===== config.mk =====
export PLATFORM = sky130hd
export DESIGN_NAME = pmc_channel
export DESIGN_NICKNAME = d
export VERILOG_FILES = /design/src/verilog/pmc_channel.v
export VERILOG_INCLUDE_DIRS = /design/src /design/src/verilog
export SDC_FILE = /design/constraint.sdc
export NUM_CORES = 1
export LEC_CHECK = 0
export BUFFER_PORTS_ARGS = -buffer_cell sky130_fd_sc_hd__buf_2
export CORE_MARGIN = 5
export CORE_UTILIZATION = 65
export DETAILED_ROUTE_END_ITERATION = 7
export PLACE_DENSITY = 0.84
export SYNTH_ARGS = -nofsm -noshare
export SYNTH_HDL_FRONTEND = slang
export SYNTH_SLANG_ARGS = --single-unit

===== constraint.sdc =====
create_clock -name ref_clk_in -period 7.6 [get_ports ref_clk_in]
set_input_delay 0.38 -clock ref_clk_in [delete_from_list [all_inputs] [get_ports ref_clk_in]]
set_output_delay 0.38 -clock ref_clk_in [all_outputs]
set_load 0.005 [all_outputs]

===== src/verilog/pmc_regs.vh =====
// register offsets, field positions and reset values of the pwm channel
`ifndef PMC_REGS_VH
`define PMC_REGS_VH
`define PMC_ADDR_MODE 3'h0
`define PMC_ADDR_CTRL 3'h1
`define PMC_ADDR_PER_LO 3'h2
`define PMC_ADDR_PER_HI 3'h3
`define PMC_ADDR_DUTY_LO 3'h4
`define PMC_ADDR_DUTY_HI 3'h5
`define PMC_ADDR_DEAD_LO 3'h6
`define PMC_ADDR_DEAD_HI 3'h7
`define PMC_MODE_RESET 8'h07
`define PMC_MODE_CH2_FAULT_PIN_EN 7
`define PMC_MODE_WM2 6
`define PMC_MODE_WM1 5
`define PMC_MODE_WM0 4
`define PMC_MODE_RL2 2
`define PMC_MODE_RL1 1
`define PMC_MODE_RL0 0
`define PMC_MODE_WMASK 8'hf7
`define PMC_CTRL_IE 7
`define PMC_CTRL_IF 6
`define PMC_CTRL_FS 5
`define PMC_CTRL_FPOL 4
`define PMC_CTRL_OPOL_HI 3
`define PMC_CTRL_OPOL_LO 2
`define PMC_CTRL_CK_HI 1
`define PMC_CTRL_CK_LO 0
`define PMC_CTRL_RESET 8'h00
`define PMC_DIV_8 8'h07
`define PMC_DIV_32 8'h1f
`define PMC_DIV_128 8'h7f
`endif


===== src/verilog/pmc_channel.v =====
// pwm channel 0 with mode, reload, period, duty, dead time and fault logic
//
// Our own choices: the register offsets and strobed register access.
`timescale 1ns/10ps
`default_nettype none
`include "pmc_regs.vh"
module pmc_channel #(
    parameter WIDTH = 12
) (
    input wire ref_clk_in,
    input wire rst_in,
    input wire [2:0] addr_in,
    input wire [7:0] wdata_in,
    input wire wr_in,
    input wire rd_in,
    output reg [7:0] rdata_out,
    input wire ch0_primary_enable_in,
    input wire ch0_secondary_enable_in,
    input wire [1:0] ch0_fault_level_select_in,
    input wire ch0_fault_pin_enable_in,
    input wire ch0_fault_pin_in,
    input wire ch2_fault_pin_in,
    output reg ch0_primary_out,
    output reg ch0_secondary_out,
    output wire ch0_irq_out,
    output wire ch2_fault_shutdown_out,
    output wire ch2_work_mode_out,
    output wire ch1_work_mode_out,
    output wire ch2_auto_reload_out,
    output wire ch1_auto_reload_out
);
    reg [7:0] mode_reg;
    reg [7:0] ctrl_reg;
    reg [7:0] per_lo_reg;
    reg [3:0] per_hi_reg;
    reg [7:0] duty_lo_reg;
    reg [3:0] duty_hi_reg;
    reg [7:0] dead_lo_reg;
    reg [3:0] dead_hi_reg;
    reg [WIDTH-1:0] per_pend_reg;
    reg [WIDTH-1:0] per_act_reg;
    reg [WIDTH-1:0] duty_act_reg;
    reg [WIDTH-1:0] dead_act_reg;
    reg [WIDTH-1:0] cnt_reg;
    reg [7:0] pre_reg;
    reg f0_s1_reg;
    reg f0_s2_reg;
    reg f2_s1_reg;
    reg f2_s2_reg;
    reg wm_sync_reg;
    wire run;
    wire tick;
    wire ovf;
    wire fault_act;
    wire wr_mode;
    wire wr_ctrl;
    wire [WIDTH-1:0] duty_val;
    wire [WIDTH-1:0] dead_val;
    reg [7:0] div_max;
    reg pri_act;
    reg sec_act;

    function sel;
        input [2:0] a;
        input [2:0] b;
        begin
            sel = (a == b);
        end
    endfunction

    assign wr_mode = wr_in && sel(addr_in, `PMC_ADDR_MODE);
    assign wr_ctrl = wr_in && sel(addr_in, `PMC_ADDR_CTRL);
    assign duty_val = {duty_hi_reg, duty_lo_reg};
    assign dead_val = {dead_hi_reg, dead_lo_reg};

    // pin synchronisers
    always @(posedge ref_clk_in) begin
        if (rst_in) begin
            f0_s1_reg <= 1'b0;
            f0_s2_reg <= 1'b0;
            f2_s1_reg <= 1'b0;
            f2_s2_reg <= 1'b0;
        end else begin
            f0_s1_reg <= ch0_fault_pin_in;
            f0_s2_reg <= f0_s1_reg;
            f2_s1_reg <= ch2_fault_pin_in;
            f2_s2_reg <= f2_s1_reg;
        end
    end

    // fault level compared against selected polarity
    assign fault_act = ch0_fault_pin_enable_in &&
        (f0_s2_reg == ctrl_reg[`PMC_CTRL_FPOL]);
    assign ch2_fault_shutdown_out = mode_reg[`PMC_MODE_CH2_FAULT_PIN_EN] &&
        f2_s2_reg;
    assign ch2_work_mode_out = mode_reg[`PMC_MODE_WM2];
    assign ch1_work_mode_out = mode_reg[`PMC_MODE_WM1];
    assign ch2_auto_reload_out = mode_reg[`PMC_MODE_RL2];
    assign ch1_auto_reload_out = mode_reg[`PMC_MODE_RL1];
    assign ch0_irq_out = ctrl_reg[`PMC_CTRL_IE] &&
        ctrl_reg[`PMC_CTRL_IF];

    always @* begin
        case (ctrl_reg[`PMC_CTRL_CK_HI:`PMC_CTRL_CK_LO])
            2'b00: div_max = 8'h00;
            2'b01: div_max = `PMC_DIV_8;
            2'b10: div_max = `PMC_DIV_32;
            default: div_max = `PMC_DIV_128;
        endcase
    end

    assign run = ch0_primary_enable_in || ch0_secondary_enable_in;
    assign tick = run && (pre_reg >= div_max);
    // period value n gives n counting clocks per cycle
    assign ovf = tick && (cnt_reg + 1'b1 >= per_act_reg);

    always @(posedge ref_clk_in) begin
        if (rst_in) begin
            pre_reg <= 8'h00;
            cnt_reg <= {WIDTH{1'b0}};
        end else if (!run) begin
            pre_reg <= 8'h00;
            cnt_reg <= {WIDTH{1'b0}};
        end else begin
            pre_reg <= tick ? 8'h00 : pre_reg + 8'h01;
            if (ovf)
                cnt_reg <= {WIDTH{1'b0}};
            else if (tick)
                cnt_reg <= cnt_reg + 1'b1;
        end
    end

    // registers and shadow copies
    always @(posedge ref_clk_in) begin
        if (rst_in) begin
            mode_reg <= `PMC_MODE_RESET;
            ctrl_reg <= `PMC_CTRL_RESET;
            per_lo_reg <= 8'h00;
            per_hi_reg <= 4'h0;
            duty_lo_reg <= 8'h00;
            duty_hi_reg <= 4'h0;
            dead_lo_reg <= 8'h00;
            dead_hi_reg <= 4'h0;
            per_pend_reg <= {WIDTH{1'b0}};
            per_act_reg <= {WIDTH{1'b0}};
            duty_act_reg <= {WIDTH{1'b0}};
            dead_act_reg <= {WIDTH{1'b0}};
        end else begin
            if (wr_mode)
                mode_reg <= wdata_in & `PMC_MODE_WMASK;
            if (wr_ctrl) begin
                ctrl_reg[`PMC_CTRL_IE] <= wdata_in[`PMC_CTRL_IE];
                ctrl_reg[4:0] <= wdata_in[4:0];
            end
            // set beats clear; flag only cleared by writing 0
            if (ovf)
                ctrl_reg[`PMC_CTRL_IF] <= 1'b1;
            else if (wr_ctrl && !wdata_in[`PMC_CTRL_IF])
                ctrl_reg[`PMC_CTRL_IF] <= 1'b0;
            if (fault_act)
                ctrl_reg[`PMC_CTRL_FS] <= 1'b1;
            else if (wr_ctrl && !wdata_in[`PMC_CTRL_FS])
                ctrl_reg[`PMC_CTRL_FS] <= 1'b0;
            if (wr_in && sel(addr_in, `PMC_ADDR_PER_HI))
                per_hi_reg <= wdata_in[3:0];
            if (wr_in && sel(addr_in, `PMC_ADDR_PER_LO)) begin
                per_lo_reg <= wdata_in;
                per_pend_reg <= {per_hi_reg, wdata_in};
            end
            if (wr_in && sel(addr_in, `PMC_ADDR_DUTY_LO))
                duty_lo_reg <= wdata_in;
            if (wr_in && sel(addr_in, `PMC_ADDR_DUTY_HI))
                duty_hi_reg <= wdata_in[3:0];
            if (wr_in && sel(addr_in, `PMC_ADDR_DEAD_LO))
                dead_lo_reg <= wdata_in;
            if (wr_in && sel(addr_in, `PMC_ADDR_DEAD_HI))
                dead_hi_reg <= wdata_in[3:0];
            // load at period boundary or while stopped, only when reload enabled
            if ((ovf || !run) && mode_reg[`PMC_MODE_RL0]) begin
                per_act_reg <= per_pend_reg;
                duty_act_reg <= duty_val;
                dead_act_reg <= dead_val;
            end
        end
    end

    // mode bit sampled at each period boundary and while stopped keeps waveform coherent
    always @(posedge ref_clk_in) begin
        if (rst_in)
            wm_sync_reg <= 1'b0;
        else if (ovf || !run)
            wm_sync_reg <= mode_reg[`PMC_MODE_WM0];
    end

    always @* begin
        if (wm_sync_reg) begin
            pri_act = cnt_reg < duty_act_reg;
            sec_act = cnt_reg < dead_act_reg;
        end else begin
            pri_act = cnt_reg < duty_act_reg;
            sec_act = cnt_reg >= duty_act_reg + dead_act_reg;
        end
    end

    always @(posedge ref_clk_in) begin
        if (rst_in) begin
            ch0_primary_out <= 1'b0;
            ch0_secondary_out <= 1'b0;
        end else if (fault_act || ctrl_reg[`PMC_CTRL_FS]) begin
            ch0_primary_out <= ch0_fault_level_select_in[1];
            ch0_secondary_out <= ch0_fault_level_select_in[0];
        end else begin
            ch0_primary_out <= ch0_primary_enable_in &&
                (pri_act ^ ctrl_reg[`PMC_CTRL_OPOL_HI]);
            ch0_secondary_out <= ch0_secondary_enable_in &&
                (sec_act ^ ctrl_reg[`PMC_CTRL_OPOL_LO]);
        end
    end

    always @(posedge ref_clk_in) begin
        if (rst_in)
            rdata_out <= 8'h00;
        else if (rd_in) begin
            case (addr_in)
                `PMC_ADDR_MODE: rdata_out <= mode_reg;
                `PMC_ADDR_CTRL: rdata_out <= ctrl_reg;
                `PMC_ADDR_PER_LO: rdata_out <= per_lo_reg;
                `PMC_ADDR_PER_HI: rdata_out <= {4'h0, per_hi_reg};
                `PMC_ADDR_DUTY_LO: rdata_out <= duty_lo_reg;
                `PMC_ADDR_DUTY_HI: rdata_out <= {4'h0, duty_hi_reg};
                `PMC_ADDR_DEAD_LO: rdata_out <= dead_lo_reg;
                default: rdata_out <= {4'h0, dead_hi_reg};
            endcase
        end else
            rdata_out <= 8'h00;
    end
endmodule // pmc_channel
`default_nettype wire


==> metrics.txt, run 1 <==
MaxCap Viol Count=0; Power Internal=1.29 mW; Tot GR Track Use=0.291; Clock Path Buffers=2; pwr dens=210 mW/mm2; CP endpoint kind=flop; Period minus WS final=4.10 ns; IO buf count=37; drt total wl=18600 um; Placer Congestion=0.943; DRT iter0 DRCs=402; final hold viol count=0; post-route ant nets=0; delay-heaviest family, CP=compound AO/OA/AOI/OAI gates; Antenna Cells=0; final slew viol count=0; Initial DRT Pass Iterations=7; worst min path class=in2reg; clock share of power=0.498; commonest cells after routing, fill and taps aside=dfxtp_1, nand2_1, nand2b_1, nor2_1, ha_1; cell taking the most area after synthesis=dfxtp_1; worst vdd ir=0.000222 V; Die Y=116 um; final setup TNS=0 ns; Max transition margin=0.224; CTS tree=built; combinational family with the most area after synthesis=simple AND/OR/NAND/NOR gates; clock sinks=126; Pwr Total=1.70 mW; Vias=6047; maximum fanout along the worst path=3; sw frac=0.238; Comb power frac=0.097; Root Driver=clkbuf_8; # DRC=0; Yosys cell types=59; CTS clk-pin slew, worst paths=0.06 ns; CTS buffer count=17; wire per inst=18.5 um; WS Path Type=reg2reg; row count=38; fin crit share=0.539; nets@finish=941; Via density=6.02; setup violators final=0; Post-synth EDFFs=0; mapped cell area=0.00728 mm2; #FFs+latches synth=126; WP buf/inv=0; dominant synthesized flop cell=dfxtp_1; asr flop ratio synth=0; Seq pwr share=0.406; highest-delay cell along the critical path=a2111oi_0; post-synthesis compound-gate area fraction=0.111; Worst EP required=8.06 ns; CP cell instances=ha_1 -> fa_1 -> a21o_1 -> a21oi_1 -> o21ai_0 -> o41a_1 -> nor4_1 -> a311oi_1 -> ha_1 -> a21o_1 -> a211oi_1 -> o211ai_1 -> a21o_1 -> a2111oi_0 -> a311o_1; critical path's most frequent cell=a21o_1; Syn Area/Cell=8.72 um2; Post-Synth Adder-Cell Area=0.116; GRT overflow=0; Synth Instances=835; number of fill cells=745; clock skew=0.00863 ns; number of global-route vias before repair=6185; DIE AREA=0.0134 mm2; Fmax=244 MHz; share of layout cells above drive strength 1=0.101; critical path's largest stage delay=0.47 ns; first-pass GRT wire length=30600 um; postcts setup bufs=0; WP data arrival=4.55 ns; commonest non-fill, non-tap cell in the layout=dfxtp_1; Psw=0.404 mW; I/O pins=38; storage element area=0.00252 mm2; Syn Nets=924; Synth area leaders=dfxtp_1, ha_1, mux2i_1; top-area cell type share of the netlist area=0.346; Die Wd=116 um; Leak=3.40 nW; post-cts sizing count=0; Post-Synth Simple-Gate Area=0.229; Synth Area in XOR/XNOR=0.0409; multiplexer share of the synthesized area=0.107; initial antenna violation count=0; CP startpoint kind=flop; core area=0.0109 mm2; htree depth=4; P&R area growth vs syn=10.9%; Detail Placement HPWL=13300 um; RSZ-0062 raised after global routing=false; sequential area share after synthesis=0.346; Clock Latency Late Sink=0.52 ns; outcome=completed; Starting Density=0.669; Worst-Margin Slew=1.16 ns; yosys warns=0; multi-input logic area=0.00440 mm2; largest net degree at the start of global routing=119; CTS Hold Bufs=0
-- worst paths after layout --
kind | end | cells past startpoint | slack [ns] | startpoint
worst max-delay path | ch0_secondary_out | 15 | 3.50 | duty_act_reg[0]
worst min-delay path | f2_s1_reg | 2 | 0.07 | ch2_fault_pin_in
worst max register to register | ch0_secondary_out | 15 | 3.50 | duty_act_reg[0]
worst min register to register | f2_s2_reg | 1 | 0.44 | f2_s1_reg
-- cells by family after synthesis --
family / count (synthesis)
mux: 71
flops: 126
fa+ha+maj: 67
simple gates: 326
xor+xnor: 34
compound gates: 126
buf+inv: 85
-- per-layer routing --
metal  share of wire  up-vias  GRT usage
met5               0        -          0
met4           0.038        0      0.145
met3           0.072       58     0.0616
met2            0.47      278      0.467
met1            0.42     2811      0.371
li1                -     2900          -
-- through the flow --
step           hold WS [ns]  utilization  setup WS (ns)  std cells  instance area [um2]
3_5_place_dp          0.426        0.685           3.62        973                 7460
6_report             0.0739        0.742           3.50       1005                 8080
3_3_place_gp          0.420        0.685           3.75        973                 7460
4_1_cts              0.0590        0.742           3.57       1005                 8080
5_1_grt               0.117        0.742           3.22       1005                 8080
2_1_floorplan         0.414            -           4.03        835                 7280
-- power groups by stage --
stage | sequential [mW] | clock (mW) | combinational [mW]
4_1_cts | 0.688 | 0.851 | 0.162
6_report | 0.688 | 0.844 | 0.164
2_1_floorplan | 0.697 | 0 | 0.133
3_3_place_gp | 0.701 | 0 | 0.156
5_1_grt | 0.689 | 0.882 | 0.178
3_5_place_dp | 0.702 | 0 | 0.161
-- area by class of cell --
cell class                 count  share of cell area
timing repair buffer          38              0.0242
multi-input combinational    624               0.544
sequential                   126               0.312
clock buffer                  25              0.0612
inverter                      45              0.0209
clock inverter                 7              0.0153
tap                          140              0.0217
-- synthesized netlist by cell type, types with 3 or more instances --
cell type  count
nor4_1         6
nand3_1       18
xor2_1        13
a211o_1        6
o211ai_1       3
nor2_1        70
nor3_1        11
inv_1         45
nor2b_1       15
a2111oi_0      4
ha_1          66
and3_1         5
nand2b_1      83
or3_1          6
mux2_2         3
a21o_1        10
a211oi_1       5
dfxtp_1      126
xnor2_1       21
buf_6          5
mux2i_1       63
nand4_1        6
and2_1         5
o21ai_0       19
mux4_2         5
clkbuf_1      29
buf_2          4
a21oi_1       56
nor4b_1        4
nand2_1       84
Note: power is estimated with default switching activity, not from simulation.
==> run 2: changes to the inputs <==
Settings changed: CORE_UTILIZATION 65 to 56, PLACE_DENSITY 0.84 to 0.77.
Clock period 7.6 ns to 3.6 ns, I/O delays scaled along.
==> metrics.txt, run 2 (synthesized netlist as in run 1, its figures left out) <==
outcome=completed (unchanged); WS Path Type=reg2reg (unchanged); Pwr Total=3.81 mW (was 1.70 mW); fin crit share=0.993 (was 0.539); clock sinks=126 (unchanged); Seq pwr share=0.381 (was 0.406); Via density=5.67 (was 6.02); largest net degree at the start of global routing=107 (was 119); wire per inst=17.1 um (was 18.5 um); Placer Congestion=0.872 (was 0.943); placed cell area=0.00759 mm2 (was 0.00746 mm2); worst-case reg-to-reg path depth=15 (unchanged); share of layout cells above drive strength 1=0.130 (was 0.101); clock skew=0.00851 ns (was 0.00863 ns); final slew viol count=0 (unchanged); FF-to-FF End=ch0_secondary_out (unchanged); sw frac=0.232 (was 0.238); Comb power frac=0.096 (was 0.097); row count=41 (was 38); Period minus WS final=3.57 ns (was 4.10 ns); worst min path class=in2reg (unchanged); Fmax=280 MHz (was 244 MHz); CP startpoint kind=flop (unchanged); # placed instances=1016 (was 973); R2R Setup Slk=0.03 ns (was 3.50 ns); CTS buffer count=17 (unchanged); Vias=5987 (was 6047); CTS clk-pin slew, worst paths=0.06 ns (about the same); Initial DRT Pass Iterations=5 (was 7); fin cells=1055 (was 1005); GRT overflow=0 (unchanged); nets@finish=959 (was 941); Root Driver=clkbuf_16 (was clkbuf_8); Psw=0.884 mW (was 0.404 mW); pwr dens=454 mW/mm2 (was 210 mW/mm2); Clock Latency Late Sink=0.42 ns (was 0.52 ns); initial antenna violation count=0 (unchanged); IO buf count=37 (unchanged); first-pass GRT wire length=29300 um (was 30600 um); DRT iter0 DRCs=418 (was 402); core area=0.0127 mm2 (was 0.0109 mm2); drt total wl=18000 um (was 18600 um); number of fill cells=1035 (was 745); # DRC=0 (unchanged); I/O pins=38 (unchanged); Worst setup startpoint=dead_act_reg[0] (was duty_act_reg[0]); Power Internal=2.93 mW (was 1.29 mW); Die Y=124 um (was 116 um); clock share of power=0.524 (was 0.498); WP data arrival=3.93 ns (was 4.55 ns); DIE AREA=0.0154 mm2 (was 0.0134 mm2); Tot GR Track Use=0.247 (was 0.291); worst vdd ir=0.000545 V (was 0.000222 V); MaxCap Viol Count=0 (unchanged); CTS tree=built (unchanged); Design Area, Final=0.00839 mm2 (was 0.00808 mm2); Worst-Margin Slew=0.877 ns (was 1.16 ns); setup violators final=0 (unchanged); crit path to=ch0_secondary_out (unchanged); dpl ws=-0.211 ns (was 3.62 ns); Starting Density=0.575 (was 0.669); P&R area growth vs syn=15.2% (was 10.9%); RSZ-0062 raised after global routing=true (was false); number of global-route vias before repair=5828 (was 6185); Clock Path Buffers=2 (unchanged); Leak=3.52 nW (was 3.40 nW); commonest non-fill, non-tap cell in the layout=dfxtp_1 (unchanged); final hold viol count=0 (unchanged); post-route ant nets=0 (unchanged); maximum fanout along the worst path=2 (was 3); commonest cells after routing, fill and taps aside=dfxtp_1, nand2_1, nand2b_1, nor2_1, ha_1 (unchanged); CP endpoint kind=flop (unchanged); Die Wd=124 um (was 116 um); Worst EP required=3.96 ns (was 8.06 ns); Detail Placement HPWL=12700 um (was 13300 um); final worst slack=0.0263 ns (was 3.50 ns); htree depth=4 (unchanged); Antenna Cells=0 (unchanged); reg-to-reg critical path startpoint=dead_act_reg[0] (was duty_act_reg[0]); Max transition margin=0.415 (was 0.224)
==> run 2: cell types whose count changed in the layout (fill, tap and decap cells not counted), sizes merged <==
cell / change
buf: +16
bufinv: +3
clkbuf: -5
clkinv: +1
clkinvlp: +1
dlygate4sd3: +2
==> run 2: area by class of cell <==
cell class	instances	area, um2	area share
clock buffers	20	457	0.0544
clock inverters	12	230	0.0274
inverters	45	169	0.0201
multi-input cells	624	4440	0.530
flip-flops and latches	126	2520	0.301
well taps	172	215	0.0257
repair buffers	56	348	0.0415
==> run 2: worst min-delay path by stage <==
stage | end | cells after the start | start
after floorplan | f0_s1_reg | 1 | ch0_fault_pin_in
after global placement | f0_s1_reg | 2 | ch0_fault_pin_in
after detailed placement | f2_s1_reg | 2 | ch2_fault_pin_in
after CTS | ctrl_reg[5] | 3 | ch0_fault_pin_enable_in
after global routing | ctrl_reg[5] | 3 | ch0_fault_pin_enable_in
final | ctrl_reg[5] | 3 | ch0_fault_pin_enable_in
==> run 2: routing by layer <==
layer	GRT usage	wire, um	vias up	part of all wire
met5	0	0	-	0
met4	0.122	697	0	0.039
met3	0.0531	1070	56	0.060
met2	0.379	7960	198	0.44
met1	0.329	8310	2787	0.46
li1	-	-	2946	-
==> run 2: per-stage QoR <==
step           hold slack (ns)  utilization  setup TNS, ns
3_5_place_dp             0.396        0.599         -0.211
4_1_cts                 0.0336        0.661        -0.0116
5_1_grt                 0.0608        0.662        -0.0830
2_1_floorplan            0.308            -              0
3_3_place_gp             0.397        0.599         -0.115
6_report                0.0509        0.662              0
==> run 2: power by group through the flow <==
stage	registers [mW]	logic, mW	clock network [mW]
floorplan	1.47	0.281	0
global placement	1.48	0.350	0
detailed placement	1.48	0.353	0
CTS	1.45	0.361	2.00
global route	1.45	0.394	2.07
finish	1.45	0.364	1.99
==> run 2: critical path, cell delays in order, from the launching register on <==
cell and delay [ns]:
dfxtp_2 0.33, ha_4 0.16, fa_2 0.37, a21o_1 0.21, a21oi_2 0.17, o21ai_2 0.07, o41a_1 0.35, buf_4 0.16
a311oi_2 0.24, ha_1 0.29, a21o_1 0.17, a211oi_2 0.21, o211ai_1 0.12, a21o_1 0.20, a2111oi_2 0.29, a311o_1 0.15
==> run 2: repair_timing <==
| item | 4_1_cts | 5_1_grt |
|---|---|---|
| pin swaps | 14 | 5 |
| setup endpoints to repair | 1 | 1 |
| buffers inserted | 4 | 1 |
| cloned | 0 | 0 |
| hold buffers | 2 | 0 |
| endpoints found under the hold margin | 2 | 0 |
| resized for setup | 13 | 0 |
